==> src/sgc_pkg.sv <==
// constants, field layout and carrier types for the switch global control bank
// assumes a 125 MHz system clock and a byte-wide register file behind wishbone
package sgc_pkg;

  // ****************************************************************
  // register indices, byte address is four times the index
  // ****************************************************************
  localparam logic [5:0] IDX_VPM      = 6'h05;
  localparam logic [5:0] IDX_MII      = 6'h06;
  localparam logic [5:0] IDX_STORM_LO = 6'h07;
  localparam logic [5:0] IDX_FTA      = 6'h08;
  localparam logic [5:0] IDX_FTB      = 6'h09;

  // ****************************************************************
  // field positions
  // ****************************************************************
  localparam int VLAN_EN_BIT   = 7;
  localparam int PRIO_LSB      = 2;
  localparam int MIRROR_BIT    = 0;
  localparam int DUPLEX_BIT    = 6;
  localparam int FLOW_BIT      = 5;
  localparam int SPEED_BIT     = 4;
  localparam int NULL_VID_BIT  = 3;
  localparam int STORM_HI_LSB  = 0;

  // ****************************************************************
  // reset values
  // ****************************************************************
  localparam logic [7:0] RST_VPM      = 8'h00;
  localparam logic [7:0] RST_MII      = 8'h00;
  localparam logic [7:0] RST_STORM_LO = 8'h63;
  localparam logic [7:0] RST_FTA      = 8'h4E;
  localparam logic [7:0] RST_FTB      = 8'h24;

  // ****************************************************************
  // priority scheme codes and high/low ratios
  // ****************************************************************
  localparam logic [1:0] PRIO_STRICT = 2'h0;
  localparam logic [1:0] PRIO_10_1   = 2'h1;
  localparam logic [1:0] PRIO_5_1    = 2'h2;
  localparam logic [1:0] PRIO_2_1    = 2'h3;
  localparam logic [3:0] WEIGHT_10   = 4'hA;
  localparam logic [3:0] WEIGHT_5    = 4'h5;
  localparam logic [3:0] WEIGHT_2    = 4'h2;

  // ****************************************************************
  // timing
  // ****************************************************************
  localparam longint unsigned CLK_HZ          = 125000000;
  localparam longint unsigned PERIOD_10_MS    = 500;
  localparam longint unsigned PERIOD_100_MS   = 67;
  localparam int unsigned     PERIOD_10_CYC   = 32'(PERIOD_10_MS * CLK_HZ / 1000);
  localparam int unsigned     PERIOD_100_CYC  = 32'(PERIOD_100_MS * CLK_HZ / 1000);
  localparam int              PERIOD_W        = 26;

  // ****************************************************************
  // types
  // ****************************************************************
  typedef struct packed {
    logic        vlan_en;
    logic [1:0]  prio_scheme;
    logic        mirror_and;
    logic        mii_half_dup;
    logic        mii_flow_en;
    logic        mii_10m;
    logic        null_vid_rep;
    logic [10:0] storm_thr;
  } sgc_cfg_type;

  typedef enum logic [2:0] {
    SCH_IDLE = 3'b001,
    SCH_HIGH = 3'b010,
    SCH_LOW  = 3'b100
  } sgc_sched_state_type;

endpackage

==> src/sgc_global_ctrl.sv <==
// switch global control bank: vlan, priority, mirroring, switch mii, storm
// assumes a classic wishbone master, synchronous strap and traffic inputs
//
// What this block does
// - vlan enable bit turns 802.1Q forwarding on; resets to zero.
// - two-bit scheme: strict high first, or 10:1, 5:1, 2:1 ratios.
// - and-mode mirrors only when source and destination both match.
// - or-mode, the reset value, mirrors when either port matches.
// - mii duplex bit: one is half duplex, zero is full duplex.
// - mii flow bit enables full duplex flow control on that port.
// - mii speed bit: one is 10 Mbit/s, zero is 100 Mbit/s.
// - null vlan id replaced by the port's id when enabled and the vlan enable bit is set.
// - 11-bit storm threshold, high three bits and low eight bits.
// - storm period is 500 ms at 10 Mbit/s, 67 ms at 100.
// - threshold resets to 0x063.
module sgc_global_ctrl #(
  parameter int unsigned PERIOD_10_CYC  = sgc_pkg::PERIOD_10_CYC,
  parameter int unsigned PERIOD_100_CYC = sgc_pkg::PERIOD_100_CYC
) (
  input  wire logic             clk,
  input  wire logic             rst_n,
  input  wire logic             wb_cyc,
  input  wire logic             wb_stb,
  input  wire logic             wb_we,
  input  wire logic [7:0]       wb_adr,
  input  wire logic [3:0]       wb_sel,
  input  wire logic [31:0]      wb_dat_w,
  output logic [31:0]           wb_dat_r,
  output logic                  wb_ack,
  input  wire logic             duplex_strap_input,
  input  wire logic             flow_ctrl_strap_input,
  input  wire logic             speed_strap_input,
  output sgc_pkg::sgc_cfg_type  cfg_r,
  input  wire logic             sched_slot,
  input  wire logic             hi_pending,
  input  wire logic             lo_pending,
  output logic                  grant_hi_r,
  output logic                  grant_lo_r,
  input  wire logic             pkt_valid,
  input  wire logic             src_match,
  input  wire logic             dst_match,
  output logic                  mirror_r,
  input  wire logic             vid_valid,
  input  wire logic [11:0]      rx_vid,
  input  wire logic [11:0]      port_vid,
  output logic                  vid_valid_r,
  output logic [11:0]           vid_out_r,
  input  wire logic             blk_req,
  output logic                  blk_ok_r,
  output logic                  blk_drop_r,
  output logic                  period_tick_r
);

  // ****************************************************************
  // reset release
  // ****************************************************************
  logic rst_meta_r;
  logic rst_s_n;

  always_ff @(posedge clk or negedge rst_n) begin
    if (!rst_n) begin
      rst_meta_r <= 1'b0;
      rst_s_n    <= 1'b0;
    end else begin
      rst_meta_r <= 1'b1;
      rst_s_n    <= rst_meta_r;
    end
  end

  // ****************************************************************
  // wishbone slave
  // ****************************************************************
  logic [7:0] vpm_r;
  logic [7:0] mii_r;
  logic [7:0] storm_lo_r;
  logic [7:0] fta_r;
  logic [7:0] ftb_r;
  logic       strap_done_r;

  wire       req_new  = wb_cyc & wb_stb & ~wb_ack;
  wire       aligned  = wb_adr[1:0] == 2'h0;
  wire [5:0] idx      = wb_adr[7:2];
  wire       hit_vpm  = aligned & (idx == sgc_pkg::IDX_VPM);
  wire       hit_mii  = aligned & (idx == sgc_pkg::IDX_MII);
  wire       hit_slo  = aligned & (idx == sgc_pkg::IDX_STORM_LO);
  wire       hit_fta  = aligned & (idx == sgc_pkg::IDX_FTA);
  wire       hit_ftb  = aligned & (idx == sgc_pkg::IDX_FTB);
  // writes before the strap capture are acked and dropped so the straps never overwrite software
  wire       wr_ok    = req_new & wb_we & wb_sel[0] & strap_done_r;
  wire [7:0] wd       = wb_dat_w[7:0];

  // unmapped addresses still ack and read zero, so the bus never hangs
  wire [7:0] rd_byte  = hit_vpm ? vpm_r :
                        hit_mii ? mii_r :
                        hit_slo ? storm_lo_r :
                        hit_fta ? fta_r :
                        hit_ftb ? ftb_r : 8'h00;

  // straps land on the first edge after release
  wire [7:0] strap_mii = {1'b0, duplex_strap_input, flow_ctrl_strap_input, speed_strap_input,
                          mii_r[3:0]};

  wire [7:0] vpm_nxt   = (wr_ok & hit_vpm) ? wd : vpm_r;
  wire [7:0] mii_nxt   = !strap_done_r ? strap_mii : (wr_ok & hit_mii) ? wd : mii_r;
  wire [7:0] slo_nxt   = (wr_ok & hit_slo) ? wd : storm_lo_r;
  wire [7:0] fta_nxt   = (wr_ok & hit_fta) ? wd : fta_r;
  wire [7:0] ftb_nxt   = (wr_ok & hit_ftb) ? wd : ftb_r;

  always_ff @(posedge clk or negedge rst_s_n) begin
    if (!rst_s_n) begin
      wb_ack       <= 1'b0;
      wb_dat_r     <= 32'h0000_0000;
      strap_done_r <= 1'b0;
    end else begin
      wb_ack       <= req_new;
      wb_dat_r     <= req_new ? {24'h00_0000, rd_byte} : 32'h0000_0000;
      strap_done_r <= 1'b1;
    end
  end

  always_ff @(posedge clk or negedge rst_s_n) begin
    if (!rst_s_n) begin
      vpm_r      <= sgc_pkg::RST_VPM;
      mii_r      <= sgc_pkg::RST_MII;
      storm_lo_r <= sgc_pkg::RST_STORM_LO;
      fta_r      <= sgc_pkg::RST_FTA;
      ftb_r      <= sgc_pkg::RST_FTB;
    end else begin
      vpm_r      <= vpm_nxt;
      mii_r      <= mii_nxt;
      storm_lo_r <= slo_nxt;
      fta_r      <= fta_nxt;
      ftb_r      <= ftb_nxt;
    end
  end

  // ****************************************************************
  // configuration out
  // ****************************************************************
  sgc_pkg::sgc_cfg_type cfg_nxt;

  assign cfg_nxt.vlan_en      = vpm_nxt[sgc_pkg::VLAN_EN_BIT];
  assign cfg_nxt.prio_scheme  = vpm_nxt[sgc_pkg::PRIO_LSB +: 2];
  assign cfg_nxt.mirror_and   = vpm_nxt[sgc_pkg::MIRROR_BIT];
  assign cfg_nxt.mii_half_dup = mii_nxt[sgc_pkg::DUPLEX_BIT];
  assign cfg_nxt.mii_flow_en  = mii_nxt[sgc_pkg::FLOW_BIT];
  assign cfg_nxt.mii_10m      = mii_nxt[sgc_pkg::SPEED_BIT];
  assign cfg_nxt.null_vid_rep = mii_nxt[sgc_pkg::NULL_VID_BIT];
  assign cfg_nxt.storm_thr    = {mii_nxt[sgc_pkg::STORM_HI_LSB +: 3], slo_nxt};

  always_ff @(posedge clk or negedge rst_s_n) begin
    if (!rst_s_n)
      cfg_r <= '{vlan_en: 1'b0, prio_scheme: 2'h0, mirror_and: 1'b0, mii_half_dup: 1'b0,
                 mii_flow_en: 1'b0, mii_10m: 1'b0, null_vid_rep: 1'b0,
                 storm_thr: {sgc_pkg::RST_MII[2:0], sgc_pkg::RST_STORM_LO}};
    else
      cfg_r <= cfg_nxt;
  end

  // ****************************************************************
  // egress scheduler
  // ****************************************************************
  sgc_pkg::sgc_sched_state_type state_r;
  sgc_pkg::sgc_sched_state_type state_nxt;
  logic [3:0]                   hi_run_r;
  logic [3:0]                   weight;

  always_comb begin
    case (cfg_r.prio_scheme)
      sgc_pkg::PRIO_10_1: weight = sgc_pkg::WEIGHT_10;
      sgc_pkg::PRIO_5_1:  weight = sgc_pkg::WEIGHT_5;
      sgc_pkg::PRIO_2_1:  weight = sgc_pkg::WEIGHT_2;
      default:            weight = 4'hF;
    endcase
  end

  wire strict  = cfg_r.prio_scheme == sgc_pkg::PRIO_STRICT;
  wire take_hi = hi_pending & (strict | ~lo_pending | (hi_run_r < weight));
  wire take_lo = lo_pending & ~take_hi;

  always_comb begin
    case ({sched_slot, take_hi, take_lo})
      3'b110:  state_nxt = sgc_pkg::SCH_HIGH;
      3'b101:  state_nxt = sgc_pkg::SCH_LOW;
      default: state_nxt = sgc_pkg::SCH_IDLE;
    endcase
  end

  wire [3:0] hi_run_nxt = (state_nxt == sgc_pkg::SCH_LOW)  ? 4'h0 :
                          (state_nxt == sgc_pkg::SCH_HIGH && hi_run_r != 4'hF) ? hi_run_r + 4'h1 :
                          hi_run_r;

  always_ff @(posedge clk or negedge rst_s_n) begin
    if (!rst_s_n) begin
      state_r    <= sgc_pkg::SCH_IDLE;
      hi_run_r   <= 4'h0;
      grant_hi_r <= 1'b0;
      grant_lo_r <= 1'b0;
    end else begin
      state_r    <= state_nxt;
      hi_run_r   <= hi_run_nxt;
      grant_hi_r <= state_nxt == sgc_pkg::SCH_HIGH;
      grant_lo_r <= state_nxt == sgc_pkg::SCH_LOW;
    end
  end

  // ****************************************************************
  // mirroring and vlan id handling
  // ****************************************************************
  // match mode
  wire mirror_hit = cfg_r.mirror_and ? (src_match & dst_match) : (src_match | dst_match);
  // null id only rewritten in vlan mode
  wire vid_swap   = cfg_r.vlan_en & cfg_r.null_vid_rep & (rx_vid == 12'h000);

  always_ff @(posedge clk or negedge rst_s_n) begin
    if (!rst_s_n) begin
      mirror_r    <= 1'b0;
      vid_valid_r <= 1'b0;
      vid_out_r   <= 12'h000;
    end else begin
      mirror_r    <= pkt_valid & mirror_hit;
      vid_valid_r <= vid_valid;
      vid_out_r   <= vid_swap ? port_vid : rx_vid;
    end
  end

  // ****************************************************************
  // storm meter
  // ****************************************************************
  // period follows mii speed
  sgc_storm_meter #(
    .PERIOD_10_CYC  (PERIOD_10_CYC),
    .PERIOD_100_CYC (PERIOD_100_CYC)
  ) u_storm (
    .clk           (clk),
    .rst_n         (rst_s_n),
    .speed_10      (cfg_r.mii_10m),
    .threshold     (cfg_r.storm_thr),
    .blk_req       (blk_req),
    .blk_ok_r      (blk_ok_r),
    .blk_drop_r    (blk_drop_r),
    .period_tick_r (period_tick_r)
  );

  // ****************************************************************
  // checks
  // ****************************************************************
  vlan_write_a: assert property (@(posedge clk) disable iff (!rst_s_n)
    wr_ok && hit_vpm |=> ##1 cfg_r.vlan_en == $past(wd[7], 2))
    else $error("vlan enable does not follow write");

  strict_hi_a: assert property (@(posedge clk) disable iff (!rst_s_n)
    sched_slot && strict && hi_pending |=> grant_hi_r && !grant_lo_r)
    else $error("strict mode did not serve high first");

  ratio_low_a: assert property (@(posedge clk) disable iff (!rst_s_n)
    sched_slot && !strict && hi_pending && lo_pending && hi_run_r >= weight |=> grant_lo_r)
    else $error("ratio mode starved low queue");

  mirror_and_a: assert property (@(posedge clk) disable iff (!rst_s_n)
    pkt_valid && cfg_r.mirror_and && !(src_match && dst_match) |=> !mirror_r)
    else $error("and mode mirrored a half match");

  mirror_or_a: assert property (@(posedge clk) disable iff (!rst_s_n)
    pkt_valid && !cfg_r.mirror_and && (src_match || dst_match) |=> mirror_r)
    else $error("or mode missed a match");

  strap_load_a: assert property (@(posedge clk) disable iff (!rst_s_n)
    !strap_done_r |=> ##1 cfg_r.mii_half_dup == $past(duplex_strap_input, 2)
      && cfg_r.mii_flow_en == $past(flow_ctrl_strap_input, 2) && cfg_r.mii_10m == $past(speed_strap_input, 2))
    else $error("mii bits not loaded from straps");

  null_vid_a: assert property (@(posedge clk) disable iff (!rst_s_n)
    vid_valid && cfg_r.vlan_en && cfg_r.null_vid_rep && rx_vid == 12'h000
      |=> vid_valid_r && vid_out_r == $past(port_vid))
    else $error("null vlan id not replaced");

  storm_reset_a: assert property (@(posedge clk) disable iff (!rst_s_n)
    !strap_done_r |=> cfg_r.storm_thr == 11'h063)
    else $error("storm threshold reset value wrong");

  ack_pulse_a: assert property (@(posedge clk) disable iff (!rst_s_n)
    wb_ack |=> !wb_ack)
    else $error("ack held longer than one cycle");

  ratio_cover_c:  cover property (@(posedge clk) disable iff (!rst_s_n) !strict && grant_lo_r);
  mirror_cover_c: cover property (@(posedge clk) disable iff (!rst_s_n) cfg_r.mirror_and && mirror_r);
  vid_cover_c:    cover property (@(posedge clk) disable iff (!rst_s_n) vid_swap);

endmodule

==> src/sgc_storm_meter.sv <==
// broadcast storm meter: counts accepted 64-byte blocks per measurement period
// assumes one block request strobe per cycle at most, threshold stable or slow
module sgc_storm_meter #(
  parameter int unsigned PERIOD_10_CYC  = sgc_pkg::PERIOD_10_CYC,
  parameter int unsigned PERIOD_100_CYC = sgc_pkg::PERIOD_100_CYC
) (
  input  wire logic        clk,
  input  wire logic        rst_n,
  input  wire logic        speed_10,
  input  wire logic [10:0] threshold,
  input  wire logic        blk_req,
  output logic             blk_ok_r,
  output logic             blk_drop_r,
  output logic             period_tick_r
);

  logic [sgc_pkg::PERIOD_W-1:0] period_cnt_r;
  logic [10:0]                  blk_cnt_r;
  wire  [sgc_pkg::PERIOD_W-1:0] period_last;
  wire                          period_end;
  wire                          room;

  assign period_last = speed_10 ? sgc_pkg::PERIOD_W'(PERIOD_10_CYC - 1)
                                : sgc_pkg::PERIOD_W'(PERIOD_100_CYC - 1);
  // speed may rise mid period; >= ends the long period at once
  assign period_end  = period_cnt_r >= period_last;
  assign room        = blk_cnt_r < threshold;

  always_ff @(posedge clk or negedge rst_n) begin
    if (!rst_n) begin
      period_cnt_r  <= '0;
      blk_cnt_r     <= '0;
      blk_ok_r      <= 1'b0;
      blk_drop_r    <= 1'b0;
      period_tick_r <= 1'b0;
    end else begin
      period_cnt_r  <= period_end ? '0 : period_cnt_r + 1'b1;
      period_tick_r <= period_end;
      blk_ok_r      <= blk_req & room;
      blk_drop_r    <= blk_req & ~room;
      if (period_end)
        blk_cnt_r <= '0;
      else if (blk_req && room)
        blk_cnt_r <= blk_cnt_r + 1'b1;
    end
  end

  storm_cap_a: assert property (@(posedge clk) disable iff (!rst_n)
    blk_req && !period_end && blk_cnt_r >= threshold |=> !blk_ok_r && blk_drop_r)
    else $error("block accepted above storm threshold");

  storm_cover_c: cover property (@(posedge clk) disable iff (!rst_n) blk_drop_r);

endmodule

==> config.mk <==
export PLATFORM = sky130hd
export DESIGN_NAME = sgc_global_ctrl
export DESIGN_NICKNAME = d
export VERILOG_FILES = /design/src/sgc_pkg.sv /design/src/sgc_global_ctrl.sv /design/src/sgc_storm_meter.sv
export SDC_FILE = /design/constraint.sdc
export NUM_CORES = 1
export LEC_CHECK = 0
export BUFFER_PORTS_ARGS = -buffer_cell sky130_fd_sc_hd__buf_2
export CELL_PAD_IN_SITES_DETAIL_PLACEMENT = 1
export CELL_PAD_IN_SITES_GLOBAL_PLACEMENT = 2
export CORE_MARGIN = 3
export CORE_UTILIZATION = 33
export DETAILED_ROUTE_END_ITERATION = 10
export PLACE_DENSITY_LB_ADDON = 0.1
export SLEW_MARGIN = 10
export SYNTH_ARGS = -nofsm -noshare
export SYNTH_HDL_FRONTEND = slang
export SYNTH_SLANG_ARGS = --single-unit
==> constraint.sdc <==
create_clock -name clk -period 3.65 [get_ports clk]
set_input_delay 0.9125 -clock clk [delete_from_list [all_inputs] [get_ports clk]]
set_output_delay 0.9125 -clock clk [all_outputs]
set_load 0.05 [all_outputs]
## Yosys cells after proc, flatten, opt, wreduce, memory -nomap -nowiden

Cells that the tools add are included.

| word-level totals | value |
|---|---|
| latch bits | 0 |
| bits in read-only memories | 0 |
| logic and storage cells | 108 |
| bits in writable memories | 0 |
| input bits | 84 |
| bits in registers | 131 |
| output and inout bits | 71 |
| memories | 0 |

| cells by class | value |
|---|---|
| order comparisons | 3 |
| eq/ne operators | 14 |
| reduce and logical (&&, ||, !) cells | 7 |
| multiplexer cells | 20 |
| shifts and indexed selects | 0 |
| divide/modulo/power cells | 0 |
| add/sub/neg operators | 3 |
| multiply operators | 0 |
| bitwise operators | 30 |

Operator list:

| cell | number |
|---|---|
| $mux 8 | 10 |
| $mux 26 | 2 |
| $add 26x1->26 const B | 1 |
| $ge 26x26->1 | 1 |
| $and 1x1->1 | 23 |
| $mux 11 | 2 |
| $eq 6x3->1 const B | 3 |
| $eq 6x4->1 const B | 2 |
| $logic_not 12->1 | 1 |
| $mux 12 | 1 |
| $pmux 4 s3 | 1 |
| $add 11x1->11 const B | 1 |
| $lt 11x11->1 | 1 |
| $eq 3x3->1 const B | 3 |
| $mux 4 | 2 |
| $pmux 3 s2 | 1 |
| $add 4x1->4 const B | 1 |
| $eq 2x2->1 const B | 2 |
| $logic_not 2->1 | 2 |
| $lt 4x4->1 | 1 |
| $ne 4x4->1 const B | 1 |
| $not 1->1 | 4 |
| $reduce_bool 2->1 | 2 |
| $eq 3x2->1 const B | 1 |
| other kinds (5) | 8 |

## Depth between registers and ports, before layout

| logic depth | value |
|---|---|
| word-level depth | 13 |
| mapped depth | 10 |
| gate-level depth less buffers | 8 |

## Hierarchy

A second synthesis with hierarchy kept.

| second synthesis, totals | value |
|---|---|
| cells, all modules | 521 |
| area, all modules | 5911.9 sq um |

By module, submodules not included:

| module | cells each | sequential area each (sq um) | instances | area each (sq um) |
|---|---|---|---|---|
| sgc_global_ctrl | 263 | 1814.2 | 1 | 3435.8 |
| sgc_storm_meter | 258 | 1001.0 | 1 | 2476.1 |

## Least setup slack after synthesis

Ideal clock, no wire load.

| timing path | value |
|---|---|
| path type | input port to flip-flop |
| start | input port wb_adr[5] |
| end | register mii_r[5] |
| setup time | 126 ps |
| buffers on the path | 0 |
| arrival | 2205 ps |
| data required time | 3524 ps |
| stages on the path | 6 |
| slack | 1319 ps |
| cell sequence | nor4b_2 > nand2_1 > nor4_4 > and2_4 > nor2b_1 > a221o_1 |

| between the ends | value |
|---|---|
| longest elaborated chain between the ends | 5 |

RTL lines:

| element | RTL line | source |
|---|---|---|
| start, declared | sgc_global_ctrl.sv:25 | `input wire logic [7:0] wb_adr,` |
| $eq 6x3->1 | sgc_global_ctrl.sv:84 | `wire hit_mii = aligned & (idx == sgc_pkg::IDX_MII);` |
| $and 1x1->1 | sgc_global_ctrl.sv:84 |  |
| $and 1x1->1 | sgc_global_ctrl.sv:104 | `wire [7:0] mii_nxt = !strap_done_r ? strap_mii : (wr_ok & hit_mii) ? wd : mii_r;` |
| $mux 8 (2 in series) | sgc_global_ctrl.sv:104 |  |
| end signal, assigned | sgc_global_ctrl.sv:124 | `mii_r <= sgc_pkg::RST_MII;` |
| end signal, assigned | sgc_global_ctrl.sv:130 | `mii_r <= mii_nxt;` |
| end, declared | sgc_global_ctrl.sv:74 | `logic [7:0] mii_r;` |

Every way passes these cells. The select of a mux whose other input is x is not followed.
A chain may end at the register's enable or synchronous reset.

==> results.ini <==
[worst_setup_path]
cp_top_family = compound AO/OA/AOI/OAI gates
worstSetupPathType = reg2reg
cpMostUsedCell = buf_4
reg2reg_slack_ns = 1.27
slowest_delay_ns = 0.34
worstPathMaxFanout = 29
critical_path_arrival_ns = 2.61
endpoint_kind = flop
crit_buf_inv = 3
crit_chain = buf_4 > inv_1 > ha_1 > a31o_2 > a21oi_1 > o21ai_0 > a31oi_1 > o211ai_1 > buf_4 > nor2_1
r2r-end = u_storm.blk_cnt_r[4]
r2r-start = mii_r[4]
cp_slowest_cell = dfrtp_1
cp.required_ns = 3.88
ff2ff_path_depth = 10
start_kind = flop

[place]
placed_cells = 836
port_buffers = 103
gp_congestion = 0.7401
dpl.hpwl_um = 10430

[pwr]
netSwitchingFraction = 0.3102
powerDensity_nw_per_um2 = 426.7
p_leak_nw = 3.276
pwr-share-comb = 0.137
power_frac_clock = 0.365
internal_power_mw = 1.935
total_power_mw = 2.806
ir_worst_vdd_mv = 0.2797
switching_power_uw = 870.2
p_seq_frac = 0.498

[layout]
antenna_cells = 0
area_delta_synth_final_pct = 17.04
final_cells = 852
fillers = 1906
nets = 739
post-route-util = 0.3951
drive_above_1_share = 0.2816

[floorplan]
rows = 47
die-area_sq_um = 18630
start_util = 0.3376
die_width_um = 136.5
pin_count = 155
coreArea_sq_um = 16640
die_h_um = 136.5

[logic_synthesis]
avgSynthCellArea_sq_um = 10.70
synth_ff_type = dfrtp_1
synth_top_area_cell = dfrtp_1
yosysWarnings = 0
ys_seq_area_frac = 0.5011
synth_area_leaders = dfrtp_1 (45%), ha_1 (6.2%), mux2_2 (5.2%), buf_4 (4.7%), dfstp_2 (4.7%)
syn_area_sq_um = 5618
yosys-top-cells-count = dfrtp_1 (102), nor2_1 (56), buf_4 (35), nand2_1 (34), ha_1 (28)
syn_inst = 525
synth-seq-cells = 112
yosysTopAreaCellShare = 0.4543
synth_edf_count = 0
yosys.cell_count.top_type = dfrtp_1
synth_cell_type_count = 47
async_flop_share = 1.000

[grt]
grt_pass1_wl_um = 22440
antenna_found_initial = 0
grt.total_usage = 0.1541
grt_pass1_vias = 4374
grt_overflow = 0
grt_max_degree = 65

[cts]
cts_setup_buffers = 0
cts_max_level = 3
clk_latency_ns = 0.36
cts_root_buf = clkbuf_16
clock_sinks = 112
tritoncts = done
clkTransAtPathRegs_ns = 0.09
clockBufferDepth = 2
postCtsHoldBufs = 0
cts_resized = 0
numCtsBuffers = 9

[detailed_routing]
wl_per_cell_um = 16.51
routed_wl_um = 14070
drt_pass1_iterations = 5
dr.first_iter.drc_count = 150
vias = 4108
via_per_inst = 4.822
route.detailed.drc = 0
drt.antenna.violating_nets = 0

[timing]
post-route-period-util = 0.6517
hold_viol_final = 0
holdWs_ns = 0.3295
drv_slew = 0
relSlewSlack = 0.3997
tightest_slew_ns = 0.9005
finClkSkew_ns = 0.01158
timing.fmax_mhz = 420.4
period_needed_ns = 2.379
setup_tns_ns = 0
rsz0062_at_grt = no
setup_violations = 0

[status]
outcome = complete, no violations

[hold_path]
min_path_type = in2async

[flow_run]
max_cap_violations = 0

## registers in the layout, summed over array words and instances (netlist names), 6 cells and up
| name | flops |
|---|---|
| vpm_r | 7 |
| cfg_r | 11 |
| vid_out_r | 12 |
| wb_dat_r | 8 |
| mii_r | 6 |
| fta_r | 8 |
| u_storm.period_cnt_r | 26 |
| u_storm.blk_cnt_r | 11 |
| ftb_r | 8 |
## routing by layer
layer / vias to the layer above / share of wire / GRT usage
li1: 1984 / - / -
met1: 2032 / 0.46 / 0.2011
met2: 80 / 0.48 / 0.2642
met3: 12 / 0.038 / 0.02073
met4: 0 / 0.013 / 0.04927
met5: - / 0 / 0
## how the worst max path moves through the flow
stage          startpoint              endpoint  slack (ns)  depth (start not counted)
2_1_floorplan     rst_s_n             cfg_r[16]        0.32                          0
4_1_cts          mii_r[4]  u_storm.blk_cnt_r[4]        1.26                         10
5_1_grt          mii_r[4]  u_storm.blk_cnt_r[4]        1.08                         10
6_report         mii_r[4]  u_storm.blk_cnt_r[4]        1.27                         10
3_5_place_dp       wb_stb              ftb_r[3]        0.97                          5
3_3_place_gp       wb_stb              ftb_r[6]        1.01                          5
## placed cells by master, fill, tap and decap left out, types with 8 or more instances in the layout
cell type / instances
buf_2: 103
nor2b_1: 8
dfstp_2: 10
a222oi_1: 8
xor2_1: 18
nor2_1: 56
o21ai_0: 18
ha_1: 28
nand2_1: 34
inv_1: 19
nand4_1: 13
dfrtp_1: 101
and2_1: 8
a21oi_1: 20
xnor2_1: 17
a21o_1: 14
nand3_1: 16
a22oi_1: 8
conb_1: 26
mux2_2: 26
and3_1: 10
buf_4: 11
clkbuf_16: 9
## cells by family (layout without fill, tap and decap cells)
logic type	Yosys count	after routing	synth area share
fa+ha+maj	28	28	0.06236
flops	112	112	0.5011
other cells	2	26	0.001337
buf+inv	66	149	0.06860
simple gates	172	172	0.1577
compound gates	82	82	0.09867
mux	28	28	0.05568
xor+xnor	35	35	0.05456
## power by group through the flow
stage,Clock (mW),Sequential (mW),Combinational (mW)
after detailed placement,0,1.43,0.387
after floorplan,0,1.44,0.255
after global placement,0,1.42,0.374
after global routing,1.12,1.42,0.425
after CTS,1.06,1.40,0.389
final,1.02,1.40,0.384
## stage by stage
stage / setup WS (ns) / instance area [sq um]
2_1_floorplan: 0.3163 / 5708
3_3_place_gp: 1.010 / 6271
3_5_place_dp: 0.9714 / 6271
4_1_cts: 1.262 / 6575
5_1_grt: 1.083 / 6575
6_report: 1.271 / 6575
## worst reg2reg max path: cells and delay by family (launching register included)
kind	cells	cell delay, ns
buffers and inverters	3	0.67
AOI/OAI and AO/OA	5	0.80
adders and majority gates	1	0.31
and+or+nand+nor	1	0.11
DFF	1	0.34
## area by class of cell
cell class / instances / area (sq um) / share of cell area
Sequential cell: 112 / 2819 / 0.4287
Multi-Input combinational cell: 371 / 2507 / 0.3814
Timing Repair Buffer: 114 / 598.1 / 0.09096
Tap cell: 220 / 275.3 / 0.04186
Clock buffer: 9 / 225.2 / 0.03425
Clock inverter: 7 / 78.83 / 0.01199
Inverter: 19 / 71.32 / 0.01085
(Power assumes the default switching activity.)
